===== src/rtl/ccs_pkg.sv =====
// constants, register map and types of the clock source controller
package ccs_pkg;
  // register byte offsets
  localparam logic [7:0] SCLK_OFS = 8'h00;
  localparam logic [7:0] OSC_OFS = 8'h04;
  localparam logic [7:0] IOSC_OFS = 8'h08;
  localparam logic [7:0] OSC1_OFS = 8'h0C;
  localparam logic [7:0] OSC3_OFS = 8'h10;
  localparam logic [7:0] FLAG_OFS = 8'h14;
  localparam logic [7:0] PROT_OFS = 8'h18;
  localparam logic [7:0] PWR_OFS = 8'h1C;
  // writable bits and reset values
  localparam logic [15:0] SCLK_MASK = 16'hB333;
  localparam logic [15:0] SCLK_RST = 16'h0020;
  localparam logic [15:0] OSC_MASK = 16'h0F0F;
  localparam logic [15:0] OSC_RST = 16'h0F01;
  localparam logic [15:0] IOSC_MASK = 16'h0003;
  localparam logic [15:0] IOSC_RST = 16'h0002;
  localparam logic [15:0] OSC1_MASK = 16'h7FF3;
  localparam logic [15:0] OSC1_RST = 16'h5092;
  localparam logic [15:0] OSC3_MASK = 16'h0E3F;
  localparam logic [15:0] OSC3_RST = 16'h0436;
  localparam logic [15:0] PWR_MASK = 16'h0010;
  localparam logic [15:0] PWR_RST = 16'h0010;
  localparam logic [15:0] PROT_KEY = 16'h0096;
  // field positions
  localparam int SRC_POS = 0;
  localparam int DIV_POS = 4;
  localparam int WSRC_POS = 8;
  localparam int WDIV_POS = 12;
  localparam int WMD_POS = 15;
  localparam int EN_POS = 0;
  localparam int SLP_POS = 8;
  localparam int WT_POS = 0;
  localparam int NGAIN_POS = 4;
  localparam int BGAIN_POS = 6;
  localparam int CAP_POS = 8;
  localparam int STYPE_POS = 11;
  localparam int BOOST_POS = 12;
  localparam int DET_POS = 13;
  localparam int RSTEN_POS = 14;
  localparam int TRIM_POS = 3;
  localparam int FGAIN_POS = 4;
  localparam int FTYPE_POS = 9;
  localparam int FFQ_POS = 10;
  localparam int VMODE_POS = 4;
  localparam int RC_FLAG = 0;
  localparam int SLOW_FLAG = 1;
  localparam int FAST_FLAG = 2;
  localparam int TERR_FLAG = 8;
  // source codes
  localparam logic [1:0] SRC_RC = 2'h0;
  localparam logic [1:0] SRC_SLOW = 2'h1;
  localparam logic [1:0] SRC_FAST = 2'h2;
  localparam logic [1:0] SRC_EXT = 2'h3;
  // lowest rc frequency code that mode1 forbids, and its substitute
  localparam logic [1:0] RC_FQ_HIGH = 2'h2;
  localparam logic [1:0] RC_FQ_MODE1_MAX = 2'h1;
  // stabilisation waits in oscillator clocks
  localparam int WAIT_W = 17;
  typedef enum logic {CCS_RUN, CCS_SLEEP} ccs_mode_type;
endpackage


===== src/rtl/ccs_clock_ctrl.sv =====
// clock source, system clock select and oscillator control registers
//
// Added by the designer: the plain strobed port and the register offsets.
`timescale 1ns/1ps
module ccs_clock_ctrl #(
  parameter int WAIT_65536 = 65536,
  parameter int WAIT_16384 = 16384,
  parameter int WAIT_8192 = 8192,
  parameter int WAIT_4096 = 4096
) (
  input wire logic ref_clk_i,
  input wire logic resetn_i,
  input wire logic [7:0] addr_i,
  input wire logic [15:0] wdata_i,
  input wire logic wr_i,
  input wire logic rd_i,
  output logic [15:0] rdata_o,
  input wire logic sleep_enter_i,
  input wire logic wake_i,
  input wire logic stop_detect_i,
  input wire logic trim_done_i,
  input wire logic trim_error_i,
  output logic [3:0] src_on_o,
  output logic [1:0] sys_source_o,
  output logic [2:0] sys_div_log2_o,
  output logic [1:0] rc_freq_select_o,
  output logic voltage_mode_select_o,
  output logic slow_type_select_o,
  output logic [2:0] slow_gate_cap_o,
  output logic [1:0] slow_gain_o,
  output logic stop_detect_enable_o,
  output logic slow_restart_o,
  output logic [1:0] fast_freq_select_o,
  output logic fast_type_select_o,
  output logic [1:0] fast_gain_o,
  output logic trim_run_o
);
  typedef struct packed {
    logic [15:0] sclk;
    logic [15:0] osc;
    logic [15:0] iosc;
    logic [15:0] osc1;
    logic [15:0] osc3;
    logic [15:0] pwr;
    logic [15:0] flags;
    logic [15:0] rdata;
    logic prot_open;
    ccs_pkg::ccs_mode_type mode;
    logic [3:0] run;
    logic [2:0] sync;
    logic stop_lvl;
    logic restart;
    logic trim;
    logic slow_ok;
  } ccs_state_type;
  ccs_state_type st_ff, nxt_st;

  localparam logic [ccs_pkg::WAIT_W-1:0] L65536 = ccs_pkg::WAIT_W'(WAIT_65536);
  localparam logic [ccs_pkg::WAIT_W-1:0] L16384 = ccs_pkg::WAIT_W'(WAIT_16384);
  localparam logic [ccs_pkg::WAIT_W-1:0] L8192 = ccs_pkg::WAIT_W'(WAIT_8192);
  localparam logic [ccs_pkg::WAIT_W-1:0] L4096 = ccs_pkg::WAIT_W'(WAIT_4096);

  logic slow_done;
  logic fast_done;
  logic [ccs_pkg::WAIT_W-1:0] slow_lim;
  logic [ccs_pkg::WAIT_W-1:0] fast_lim;
  logic [1:0] src;
  logic [1:0] dcode;
  logic wr_ok;
  logic stop_seen;

  // per-source divider table
  // divider code to shift amount per source, reserved codes fall back
  function automatic logic [2:0] div_log2(input logic [1:0] s, input logic [1:0] d);
    logic [2:0] r;
    r = 3'h0;
    case (s)
      ccs_pkg::SRC_RC: r = {1'b0, d};
      ccs_pkg::SRC_SLOW: r = {2'b00, d[0]};
      ccs_pkg::SRC_FAST: r = (d[1]) ? {1'b0, d} + 3'h1 : {2'b00, d[0]};
      default: r = 3'h0;
    endcase
    return r;
  endfunction

  // stabilisation wait per code, unusable codes take the longest wait
  always_comb begin
    case (st_ff.osc1[ccs_pkg::WT_POS +: 2])
      2'h3: slow_lim = L65536;
      2'h2: slow_lim = L16384;
      2'h1: slow_lim = L4096;
      default: slow_lim = L65536;
    endcase
    case (st_ff.osc3[ccs_pkg::WT_POS +: 3])
      3'h7: fast_lim = L65536;
      3'h6: fast_lim = L16384;
      3'h5: fast_lim = L8192;
      3'h4: fast_lim = L4096;
      default: fast_lim = L65536;
    endcase
  end

  // wait timers restart whenever the oscillator stops or restarts
  ccs_stab_timer #(.W(ccs_pkg::WAIT_W)) u_slow_tmr (
    .ref_clk_i(ref_clk_i),
    .resetn_i(resetn_i),
    .run_i(st_ff.run[ccs_pkg::SRC_SLOW] & ~st_ff.restart),
    .limit_i(slow_lim),
    .done_o(slow_done)
  );

  ccs_stab_timer #(.W(ccs_pkg::WAIT_W)) u_fast_tmr (
    .ref_clk_i(ref_clk_i),
    .resetn_i(resetn_i),
    .run_i(st_ff.run[ccs_pkg::SRC_FAST]),
    .limit_i(fast_lim),
    .done_o(fast_done)
  );

  // detector level moves only when the last two stages agree
  assign stop_seen = (st_ff.sync[1] == st_ff.sync[2]) && st_ff.sync[2] && !st_ff.stop_lvl;
  assign wr_ok = wr_i && st_ff.prot_open;

  // register writes, wake reload, source tracking and flags
  always_comb begin
    nxt_st = st_ff;
    nxt_st.sync = {st_ff.sync[1:0], stop_detect_i};
    if (st_ff.sync[1] == st_ff.sync[2]) begin
      nxt_st.stop_lvl = st_ff.sync[2];
    end
    src = st_ff.sclk[ccs_pkg::SRC_POS +: 2];
    dcode = st_ff.sclk[ccs_pkg::DIV_POS +: 2];
    if (wr_i && addr_i == ccs_pkg::PROT_OFS) begin
      nxt_st.prot_open = (wdata_i == ccs_pkg::PROT_KEY);
    end
    // source select, starts the chosen source
    if (wr_ok && addr_i == ccs_pkg::SCLK_OFS) begin
      nxt_st.sclk = wdata_i & ccs_pkg::SCLK_MASK;
      nxt_st.osc[ccs_pkg::EN_POS + int'(wdata_i[ccs_pkg::SRC_POS +: 2])] = 1'b1;
    end
    if (wr_i && addr_i == ccs_pkg::OSC_OFS) begin
      nxt_st.osc = wdata_i & ccs_pkg::OSC_MASK;
      nxt_st.osc[ccs_pkg::EN_POS + int'(src)] = 1'b1;
    end
    if (wr_ok && addr_i == ccs_pkg::IOSC_OFS) begin
      nxt_st.iosc = wdata_i & ccs_pkg::IOSC_MASK;
    end
    if (wr_ok && addr_i == ccs_pkg::OSC1_OFS) begin
      nxt_st.osc1 = wdata_i & ccs_pkg::OSC1_MASK;
    end
    // trim start and stop by software
    if (wr_ok && addr_i == ccs_pkg::OSC3_OFS) begin
      nxt_st.osc3 = wdata_i & ccs_pkg::OSC3_MASK;
      nxt_st.trim = wdata_i[ccs_pkg::TRIM_POS];
    end
    if (wr_ok && addr_i == ccs_pkg::PWR_OFS) begin
      nxt_st.pwr = wdata_i & ccs_pkg::PWR_MASK;
    end
    // flags clear by writing 1, set below wins
    if (wr_i && addr_i == ccs_pkg::FLAG_OFS) begin
      nxt_st.flags = st_ff.flags & ~wdata_i;
    end
    // trimming ends itself on done or error
    if (trim_done_i || trim_error_i) begin
      nxt_st.trim = 1'b0;
    end
    // no trimming without the slow oscillator
    if (!st_ff.run[ccs_pkg::SRC_SLOW]) begin
      nxt_st.trim = 1'b0;
    end
    if (trim_error_i) begin
      nxt_st.flags[ccs_pkg::TERR_FLAG] = 1'b1;
    end
    if (slow_done) begin
      nxt_st.flags[ccs_pkg::SLOW_FLAG] = 1'b1;
    end
    if (fast_done) begin
      nxt_st.flags[ccs_pkg::FAST_FLAG] = 1'b1;
    end
    // restart slow oscillator on detected stop
    nxt_st.restart = stop_seen && st_ff.osc1[ccs_pkg::DET_POS]
                     && st_ff.osc1[ccs_pkg::RSTEN_POS] && st_ff.run[ccs_pkg::SRC_SLOW];
    // sleep entry and wake-up sequencing
    case (st_ff.mode)
      ccs_pkg::CCS_RUN: begin
        if (sleep_enter_i) begin
          nxt_st.mode = ccs_pkg::CCS_SLEEP;
        end
      end
      ccs_pkg::CCS_SLEEP: begin
        if (wake_i) begin
          nxt_st.mode = ccs_pkg::CCS_RUN;
          // wake reload of source and divider
          if (st_ff.sclk[ccs_pkg::WMD_POS]) begin
            nxt_st.sclk[ccs_pkg::SRC_POS +: 2] = st_ff.sclk[ccs_pkg::WSRC_POS +: 2];
            nxt_st.sclk[ccs_pkg::DIV_POS +: 2] = st_ff.sclk[ccs_pkg::WDIV_POS +: 2];
            nxt_st.osc[ccs_pkg::EN_POS + int'(st_ff.sclk[ccs_pkg::WSRC_POS +: 2])] = 1'b1;
          end
        end
      end
      default: nxt_st.mode = ccs_pkg::CCS_RUN;
    endcase
    // sleep-stop gating of each enabled source
    for (int i = 0; i < 4; i++) begin
      nxt_st.run[i] = nxt_st.osc[ccs_pkg::EN_POS + i]
                      && !(nxt_st.mode == ccs_pkg::CCS_SLEEP && nxt_st.osc[ccs_pkg::SLP_POS + i]);
    end
    // startup phase ends at the first completed slow wait
    if (slow_done) begin
      nxt_st.slow_ok = 1'b1;
    end
    // a stopped or restarted slow oscillator boosts again, flag clears do not
    if (!nxt_st.run[ccs_pkg::SRC_SLOW] || nxt_st.restart) begin
      nxt_st.slow_ok = 1'b0;
    end
    // read data stands in the next cycle
    nxt_st.rdata = 16'h0000;
    if (rd_i) begin
      case (addr_i)
        ccs_pkg::SCLK_OFS: nxt_st.rdata = st_ff.sclk;
        ccs_pkg::OSC_OFS: nxt_st.rdata = st_ff.osc;
        ccs_pkg::IOSC_OFS: nxt_st.rdata = st_ff.iosc;
        ccs_pkg::OSC1_OFS: nxt_st.rdata = st_ff.osc1;
        ccs_pkg::OSC3_OFS: nxt_st.rdata = {st_ff.osc3[15:4], st_ff.trim, st_ff.osc3[2:0]};
        ccs_pkg::FLAG_OFS: nxt_st.rdata = st_ff.flags;
        ccs_pkg::PROT_OFS: nxt_st.rdata = {15'h0000, st_ff.prot_open};
        ccs_pkg::PWR_OFS: nxt_st.rdata = st_ff.pwr;
        default: nxt_st.rdata = 16'h0000;
      endcase
    end
  end

  always_ff @(posedge ref_clk_i) begin
    if (!resetn_i) begin
      st_ff <= '{sclk: ccs_pkg::SCLK_RST, osc: ccs_pkg::OSC_RST, iosc: ccs_pkg::IOSC_RST,
                 osc1: ccs_pkg::OSC1_RST, osc3: ccs_pkg::OSC3_RST, pwr: ccs_pkg::PWR_RST,
                 flags: 16'h0000, rdata: 16'h0000, prot_open: 1'b0,
                 mode: ccs_pkg::CCS_RUN, run: 4'h1, sync: 3'h0, stop_lvl: 1'b0,
                 restart: 1'b0, trim: 1'b0, slow_ok: 1'b0};
    end else begin
      st_ff <= nxt_st;
    end
  end

  // outputs straight from the state
  assign rdata_o = st_ff.rdata;
  assign src_on_o = st_ff.run;
  assign sys_source_o = src;
  assign sys_div_log2_o = div_log2(src, dcode);
  // high rc code is replaced in mode1
  assign voltage_mode_select_o = st_ff.pwr[ccs_pkg::VMODE_POS];
  assign rc_freq_select_o = (!voltage_mode_select_o
                             && st_ff.iosc[1:0] >= ccs_pkg::RC_FQ_HIGH)
                            ? ccs_pkg::RC_FQ_MODE1_MAX : st_ff.iosc[1:0];
  assign slow_type_select_o = st_ff.osc1[ccs_pkg::STYPE_POS];
  assign slow_gate_cap_o = st_ff.osc1[ccs_pkg::CAP_POS +: 3];
  // boost gain until slow is stable
  assign slow_gain_o = (st_ff.osc1[ccs_pkg::BOOST_POS] && !st_ff.slow_ok)
                       ? st_ff.osc1[ccs_pkg::BGAIN_POS +: 2]
                       : st_ff.osc1[ccs_pkg::NGAIN_POS +: 2];
  assign stop_detect_enable_o = st_ff.osc1[ccs_pkg::DET_POS];
  assign slow_restart_o = st_ff.restart;
  assign fast_freq_select_o = st_ff.osc3[ccs_pkg::FFQ_POS +: 2];
  // gain only matters for crystal type
  assign fast_type_select_o = st_ff.osc3[ccs_pkg::FTYPE_POS];
  assign fast_gain_o = st_ff.osc3[ccs_pkg::FGAIN_POS +: 2];
  assign trim_run_o = st_ff.trim;
endmodule


===== src/rtl/ccs_stab_timer.sv =====
// stabilisation wait counter for one oscillator
`timescale 1ns/1ps
module ccs_stab_timer #(
  parameter int W = 17
) (
  input wire logic ref_clk_i,
  input wire logic resetn_i,
  input wire logic run_i,
  input wire logic [W-1:0] limit_i,
  output logic done_o
);
  typedef struct packed {
    logic [W-1:0] cnt;
    logic busy;
    logic done;
  } ccs_tmr_type;
  ccs_tmr_type st_ff, nxt_st;

  // count from start until the limit, then pulse once
  always_comb begin
    nxt_st = st_ff;
    nxt_st.done = 1'b0;
    if (!run_i) begin
      nxt_st.cnt = '0;
      nxt_st.busy = 1'b1;
    end else if (st_ff.busy) begin
      nxt_st.cnt = st_ff.cnt + 1'b1;
      if (st_ff.cnt + 1'b1 >= limit_i) begin
        nxt_st.busy = 1'b0;
        nxt_st.done = 1'b1;
      end
    end
  end

  always_ff @(posedge ref_clk_i) begin
    if (!resetn_i) begin
      st_ff <= '{cnt: '0, busy: 1'b1, done: 1'b0};
    end else begin
      st_ff <= nxt_st;
    end
  end

  assign done_o = st_ff.done;
endmodule


===== config.mk =====
export PLATFORM = sky130hd
export DESIGN_NAME = ccs_clock_ctrl
export DESIGN_NICKNAME = d
export VERILOG_FILES = /design/src/rtl/ccs_pkg.sv /design/src/rtl/ccs_clock_ctrl.sv /design/src/rtl/ccs_stab_timer.sv
export SDC_FILE = /design/constraint.sdc
export NUM_CORES = 1
export LEC_CHECK = 0
export BUFFER_PORTS_ARGS = -buffer_cell sky130_fd_sc_hd__buf_2
export CAP_MARGIN = 20
export CORE_MARGIN = 5
export CORE_UTILIZATION = 40
export CTS_CLUSTER_SIZE = 10
export DETAILED_ROUTE_END_ITERATION = 16
export GPL_ROUTABILITY_DRIVEN = 0
export GPL_TIMING_DRIVEN = 0
export PLACE_DENSITY_LB_ADDON = 0.12
export SLEW_MARGIN = 20
export SYNTH_ARGS = -nofsm -noshare
export SYNTH_HDL_FRONTEND = slang
export SYNTH_HIERARCHICAL = 1
export SYNTH_SLANG_ARGS = --single-unit

===== constraint.sdc =====
create_clock -name ref_clk_i -period 3.43 [get_ports ref_clk_i]
set_input_delay 0.5145 -clock ref_clk_i [delete_from_list [all_inputs] [get_ports ref_clk_i]]
set_output_delay 0.5145 -clock ref_clk_i [all_outputs]
set_load 0.02 [all_outputs]

==> reports/metrics.yaml, run 1 <==
via_count: 5567
hold_bufs_inserted_after_cts: 0
antennaDiodeCount: 0
power.leakage_nw: 3.32
critPathCaptureType: "register"
synthCells: 781
power-per-cell-area_nw_per_um2: 408
postCtsSetupRepairBufs: 0
skew_ns: 0.00731
area.growth.synth_to_final_pct: 19.1
clk_root_buffer_cell: "sky130_fd_sc_hd__clkbuf_16"
grt_pass1_vias: 5285
io_pins: 75
drtAntennaViolNets: 0
cap_viol_max_count: 0
ys_top_cells_by_count: "124 x sky130_fd_sc_hd__dfxtp_1, 92 x sky130_fd_sc_hd__nor2_1, 77 x sky130_fd_sc_hd__nand2_1"
vias_per_cell: 4.92
synth_largest_type_area_fraction: 0.363
critPathArrivalTime_ns: 3.36
buffer_ports.inserted: 72
power_w: 0.00332
drt_first_pass_iters: 4
maxClockFrequency_ghz: 0.326
grt_setup_unrepaired: "no"
required_ns: 3.72
tightestPinTransition_ns: 0.754
clk_transition_reported_paths_ns: 0.06
synthesis.area_sq_um: 6840
most_instantiated_library_cell_after_synthesis: "sky130_fd_sc_hd__dfxtp_1"
chipHeight_microns: 141
drc_errors: 0
synthesized_flop_and_latch_total: 124
tritoncts: "built"
proportion_of_register_bits_with_asynchronous_set_or_reset_after_synthesis: 0
status: "finished, final reports clean"
grt_antenna_before_repair: 2
numCtsBuffers: 17
hp-class: "primary input to register"
finalHoldViolCount: 0
ctsLongestPathBuffers: 2
starting_density: 0.409
clock_insertion_delay_worst_skew_ns: 0.41
post_synth.cell_area_avg_sq_um: 8.76
grt_pass1_wl_mm: 28.3
largest_area_contributor_in_the_netlist: "sky130_fd_sc_hd__dfxtp_1"
distinct_cell_type_count_of_the_synthesized_netlist: 64
post_layout_minimum_cycle_time_ns: 3.06
post_cts_resized: 0
ys_dominant_reg_cell: "sky130_fd_sc_hd__dfxtp_1"
timing.setup.tns_ns: 0
wl_mm: 17.5
std_cell_rows: 47
overflow: 0
layout_worst_path_cycle_share: 0.893
fp.dieArea_sq_um: 19800
clkSinkCount: 124
crit_path_max_fanout: 6
htree_num_levels: 4
relative_slew_margins: 0.493
post_route_cells_drive_above_1_share: 0.192
setup-violations-final: 0
edff_count_synth: 0
max-vdd-ir-drop_mv: 0.353
final_hpwl_from_detailed_placement_mm: 13.2
globalRouteTotalUtil: 0.179
synth_top_cells_by_area: "sky130_fd_sc_hd__dfxtp_1 36%, sky130_fd_sc_hd__ha_1 7.5%, sky130_fd_sc_hd__mux2i_1 6.7%"
routedWlPerCell_microns: 15.5
core_region_area_sq_um: 16700
critPathLaunchType: "register"
nets: 972
slew_viol_final: 0
maximum_number_of_pins_on_one_net_before_global_route_repair: 17
initialDrtViolationCount: 231
ys_seq_area_frac: 0.363
timing.setup.critical_path_class: "register to register"
die_x_microns: 141
synth.yosys.warnings: 6
[metal layers]
| layer | global-route usage | share of wire |
|---|---|---|
| met5 | 0 | 0.0014 |
| met4 | 0.0546 | 0.022 |
| met3 | 0.0433 | 0.054 |
| met2 | 0.297 | 0.46 |
| met1 | 0.230 | 0.46 |
[cell type report]
class,count,area [sq um]
Clock buffer,22,454
Multi-Input combinational cell,568,3870
Tap cell,220,275
Sequential cell,124,2480
Timing Repair Buffer,72,360
Inverter,51,191
Buffer,64,394
Clock inverter,10,118
Fill cell,1693,8560
[stage by stage]
step	utilization	std cells	instance area (sq um)	hold slack, ns	setup WS (ns)
finish	0.488	1131	8140	0.316	0.366
global route	0.488	1131	8140	0.317	0.0647
CTS	0.488	1131	8140	0.302	0.312
detailed placement	0.453	1099	7570	0.419	0.340
global placement	0.453	1099	7570	0.414	0.363
floorplan	-	807	6940	0.409	1.01
[worst paths after layout]
path                                                  startpoint                           end  slack [ns]  cells past startpoint
worst min-delay path                                 wdata_i[14]        st_ff[43]$_SDFFE_PN0P_        0.32                      2
worst max-delay path            u_fast_tmr/st_ff[2]$_SDFFE_PN0P_  u_fast_tmr/done_o$_SDFF_PN0_        0.37                     10
worst min register to register              nxt_st[5]$_SDFF_PN0_          nxt_st[6]$_SDFF_PN0_        0.43                      1
worst max register to register  u_fast_tmr/st_ff[2]$_SDFFE_PN0P_  u_fast_tmr/done_o$_SDFF_PN0_        0.37                     10
[where the power goes]
group          switching (W)  internal (W)  total, W
clock               0.000644       0.00109   0.00173
combinational      0.0000975     0.0000483  0.000146
sequential        0.00000180       0.00145   0.00145
[flip-flops by register name, indices dropped and copies added, names as in the netlist, 2 cells and up]
name                count
dcode                   2
u_slow_tmr/st_ff       18
src_on_o                4
nxt_st                  2
u_fast_tmr/st_ff       18
rdata_o                16
fast_freq_select_o      2
sys_source_o            2
fast_gain_o             2
st_ff                  47
slow_gate_cap_o         3
[cells in the final DEF (no fill, tap or decap), drive strengths merged, types with 3 or more instances in the layout]
cell,netlist,final
and4,4,4
nor2,93,93
clkinv,7,11
conb,1,27
a31oi,3,3
xnor2,28,28
and3b,3,3
a32oi,3,3
a211oi,5,5
xor2,32,32
and2,6,6
clkinvlp,0,4
dfxtp,124,124
nor4,10,10
a22oi,10,10
nand3,20,20
o21ai,15,15
a21boi,3,3
clkbuf,18,40
inv,44,44
o21a,4,4
and3,9,9
ha,41,41
nor2b,7,7
nand4,19,19
nor3,23,23
nor4b,4,4
mux2,5,5
nand2,77,77
mux4,3,3
a21oi,38,38
buf,46,118
mux2i,46,46
a22o,6,6
[worst max-delay path, cell delays in order, from the launching register on]
cell	delay, ns
sky130_fd_sc_hd__dfxtp_1	0.46
sky130_fd_sc_hd__ha_1	0.29
sky130_fd_sc_hd__nand3_2	0.16
sky130_fd_sc_hd__nor3_2	0.42
sky130_fd_sc_hd__nand4_1	0.17
sky130_fd_sc_hd__xnor2_1	0.16
sky130_fd_sc_hd__ha_1	0.29
sky130_fd_sc_hd__nand4_1	0.15
sky130_fd_sc_hd__nor3_1	0.33
sky130_fd_sc_hd__o21ai_1	0.17
sky130_fd_sc_hd__a211oi_1	0.34
[cells by family (layout without fill, tap and decap cells)]
kind of cell,count (synthesis),count (layout),share of synthesized area
compound gates,103,103,0.0981
xor+xnor,60,60,0.0768
fa+ha+maj,41,41,0.0750
buf+inv,115,219,0.0856
flops,124,124,0.363
mux,54,54,0.0854
other cells,1,27,0.000548
simple gates,283,283,0.216
No activity file was read; power rests on OpenSTA's default activity.
==> run 2, diff against run 1 <==
Settings changed: BUFFER_PORTS_ARGS -buffer_cell sky130_fd_sc_hd__buf_2 to unset, DONT_BUFFER_PORTS set to 1.
==> reports/metrics.yaml, run 2 (synthesis results as in run 1) <==
status: "finished, final reports clean"
ff_to_ff_start: "u_fast_tmr/st_ff[2]$_SDFFE_PN0P_"
vias_per_cell: 5.15
slew_viol_final: 0
setup-violations-final: 0
drc_errors: 0
post_route_cells_drive_above_1_share: 0.124
hold_bufs_inserted_after_cts: 0
critPathCaptureType: "register"
clk_transition_reported_paths_ns: 0.06
io_pins: 75
min_from: "wdata_i[13]"
numCtsBuffers: 17
layout_worst_path_cycle_share: 0.864
buffer_ports.inserted: 0
grt_pass1_vias: 5342
htree_num_levels: 4
chipHeight_microns: 141
commonest_cells_after_routing_fill_and_taps_aside: "124 x sky130_fd_sc_hd__dfxtp_1, 92 x sky130_fd_sc_hd__nor2_1, 77 x sky130_fd_sc_hd__nand2_1, 46 x sky130_fd_sc_hd__mux2i_1, 44 x sky130_fd_sc_hd__inv_1"
postCtsSetupRepairBufs: 0
power-per-cell-area_nw_per_um2: 407
largest_register_ffs: 47
cp_common_cell: "sky130_fd_sc_hd__ha_1"
hp-class: "primary input to register"
core_region_area_sq_um: 16700
required_ns: 3.69
clkSinkCount: 124
delay_of_the_slowest_cell_on_the_worst_path_ns: 0.47
area.growth.synth_to_final_pct: 13.2
overflow: 0
drtAntennaViolNets: 0
skew_ns: 0.00681
grt_antenna_before_repair: 0
nets: 900
timing.setup.tns_ns: 0
die_x_microns: 141
placedCellCount: 1027
grt_pass1_wl_mm: 28.4
clk_root_buffer_cell: "sky130_fd_sc_hd__clkbuf_16"
maximum_number_of_pins_on_one_net_before_global_route_repair: 17
critical-path-slowest-cell: "sky130_fd_sc_hd__nor4_1"
maxClockFrequency_ghz: 0.338
final_hpwl_from_detailed_placement_mm: 13.6
largest_registers: "st_ff (47), u_fast_tmr/st_ff (18), u_slow_tmr/st_ff (18)"
routedWlPerCell_microns: 16.7
ctsLongestPathBuffers: 2
worstPathCellList: "ha_1 -> nand3_2 -> nor3_2 -> and3_1 -> xor2_1 -> ha_1 -> a21oi_1 -> nor3_1 -> nor4_1 -> a211oi_1"
drt_first_pass_iters: 5
crit_path_max_fanout: 6
max-vdd-ir-drop_mv: 0.356
critPathArrivalTime_ns: 3.22
post_cts_resized: 0
initialDrtViolationCount: 263
timing.reg2reg.worst_path_depth: 10
wl_mm: 17.7
post_layout_minimum_cycle_time_ns: 2.96
relative_slew_margins: 0.480
power.leakage_nw: 2.98
grt_setup_unrepaired: "no"
flop2flop_setup_slack_ns: 0.47
worst_hold_end: "st_ff[42]$_SDFFE_PN0P_"
globalRouteTotalUtil: 0.181
cap_viol_max_count: 0
layout_commonest_cell: "sky130_fd_sc_hd__dfxtp_1"
post_layout_nonfiller_instances: 1059
tightestPinTransition_ns: 0.781
worst_hold_slack_ns: 0.175
clock_insertion_delay_worst_skew_ns: 0.42
tritoncts: "built"
via_count: 5454
fp.dieArea_sq_um: 19800
timing.setup.critical_path_class: "register to register"
crit-reg2reg-capture: "u_fast_tmr/done_o$_SDFF_PN0_"
largest_register: "st_ff"
finalHoldViolCount: 0
critPathLaunchType: "register"
std_cell_rows: 47
starting_density: 0.409
worst_hold_path.num_cells: 1
antennaDiodeCount: 0
==> run 2: cell type report <==
cell class                      count  area [sq um]
Tap cell                          220           275
Inverter                           51           191
Sequential cell                   124          2480
Fill cell                        1685          8960
Clock buffer                       22           464
Buffer                             64           394
Multi-Input combinational cell    568          3870
Clock inverter                     10          67.6
==> run 2: critical path, delay by kind of cell, from the launching register on <==
kind	cells	cell delay (ns)
adders and majority gates	2	0.54
DFF	1	0.45
and+or+nand+nor	5	1.35
xor gates and xnor gates	1	0.16
AOI/OAI and AO/OA	2	0.30
==> run 2: worst max path at each step <==
stage,slack (ns),endpoint,from,depth (start not counted)
3_3_place_gp,0.41,u_fast_tmr/done_o$_SDFF_PN0_,u_fast_tmr/st_ff[2]$_SDFFE_PN0P_,10
6_report,0.47,u_fast_tmr/done_o$_SDFF_PN0_,u_fast_tmr/st_ff[2]$_SDFFE_PN0P_,10
2_1_floorplan,1.01,u_fast_tmr/st_ff[1]$_SDFF_PN1_,u_fast_tmr/st_ff[2]$_SDFFE_PN0P_,10
5_1_grt,0.23,u_fast_tmr/done_o$_SDFF_PN0_,u_fast_tmr/st_ff[2]$_SDFFE_PN0P_,10
4_1_cts,0.39,u_fast_tmr/done_o$_SDFF_PN0_,u_fast_tmr/st_ff[2]$_SDFFE_PN0P_,10
3_5_place_dp,0.40,u_fast_tmr/done_o$_SDFF_PN0_,u_fast_tmr/st_ff[2]$_SDFFE_PN0P_,10
==> run 2: power by group <==
part	internal [W]	switching [W]	leakage, nW
logic	0.0000360	0.0000750	1.73
registers	0.00145	0.00000194	1.00
clock network	0.000956	0.000633	0.252
==> run 2: per-stage QoR <==
step	util	power [W]	setup slack, ns	area, sq um
after global placement	0.432	0.00158	0.414	7210
after floorplan	-	0.00156	1.01	6940
final	0.464	0.00315	0.468	7740
after CTS	0.464	0.00319	0.394	7740
after detailed placement	0.432	0.00159	0.398	7210
after global routing	0.464	0.00327	0.228	7740
==> run 2: per-layer routing <==
layer	wire length [microns]	GRT usage
met3	1110	0.0450
met1	7470	0.214
met2	8760	0.316
met4	357	0.0683
met5	0	0
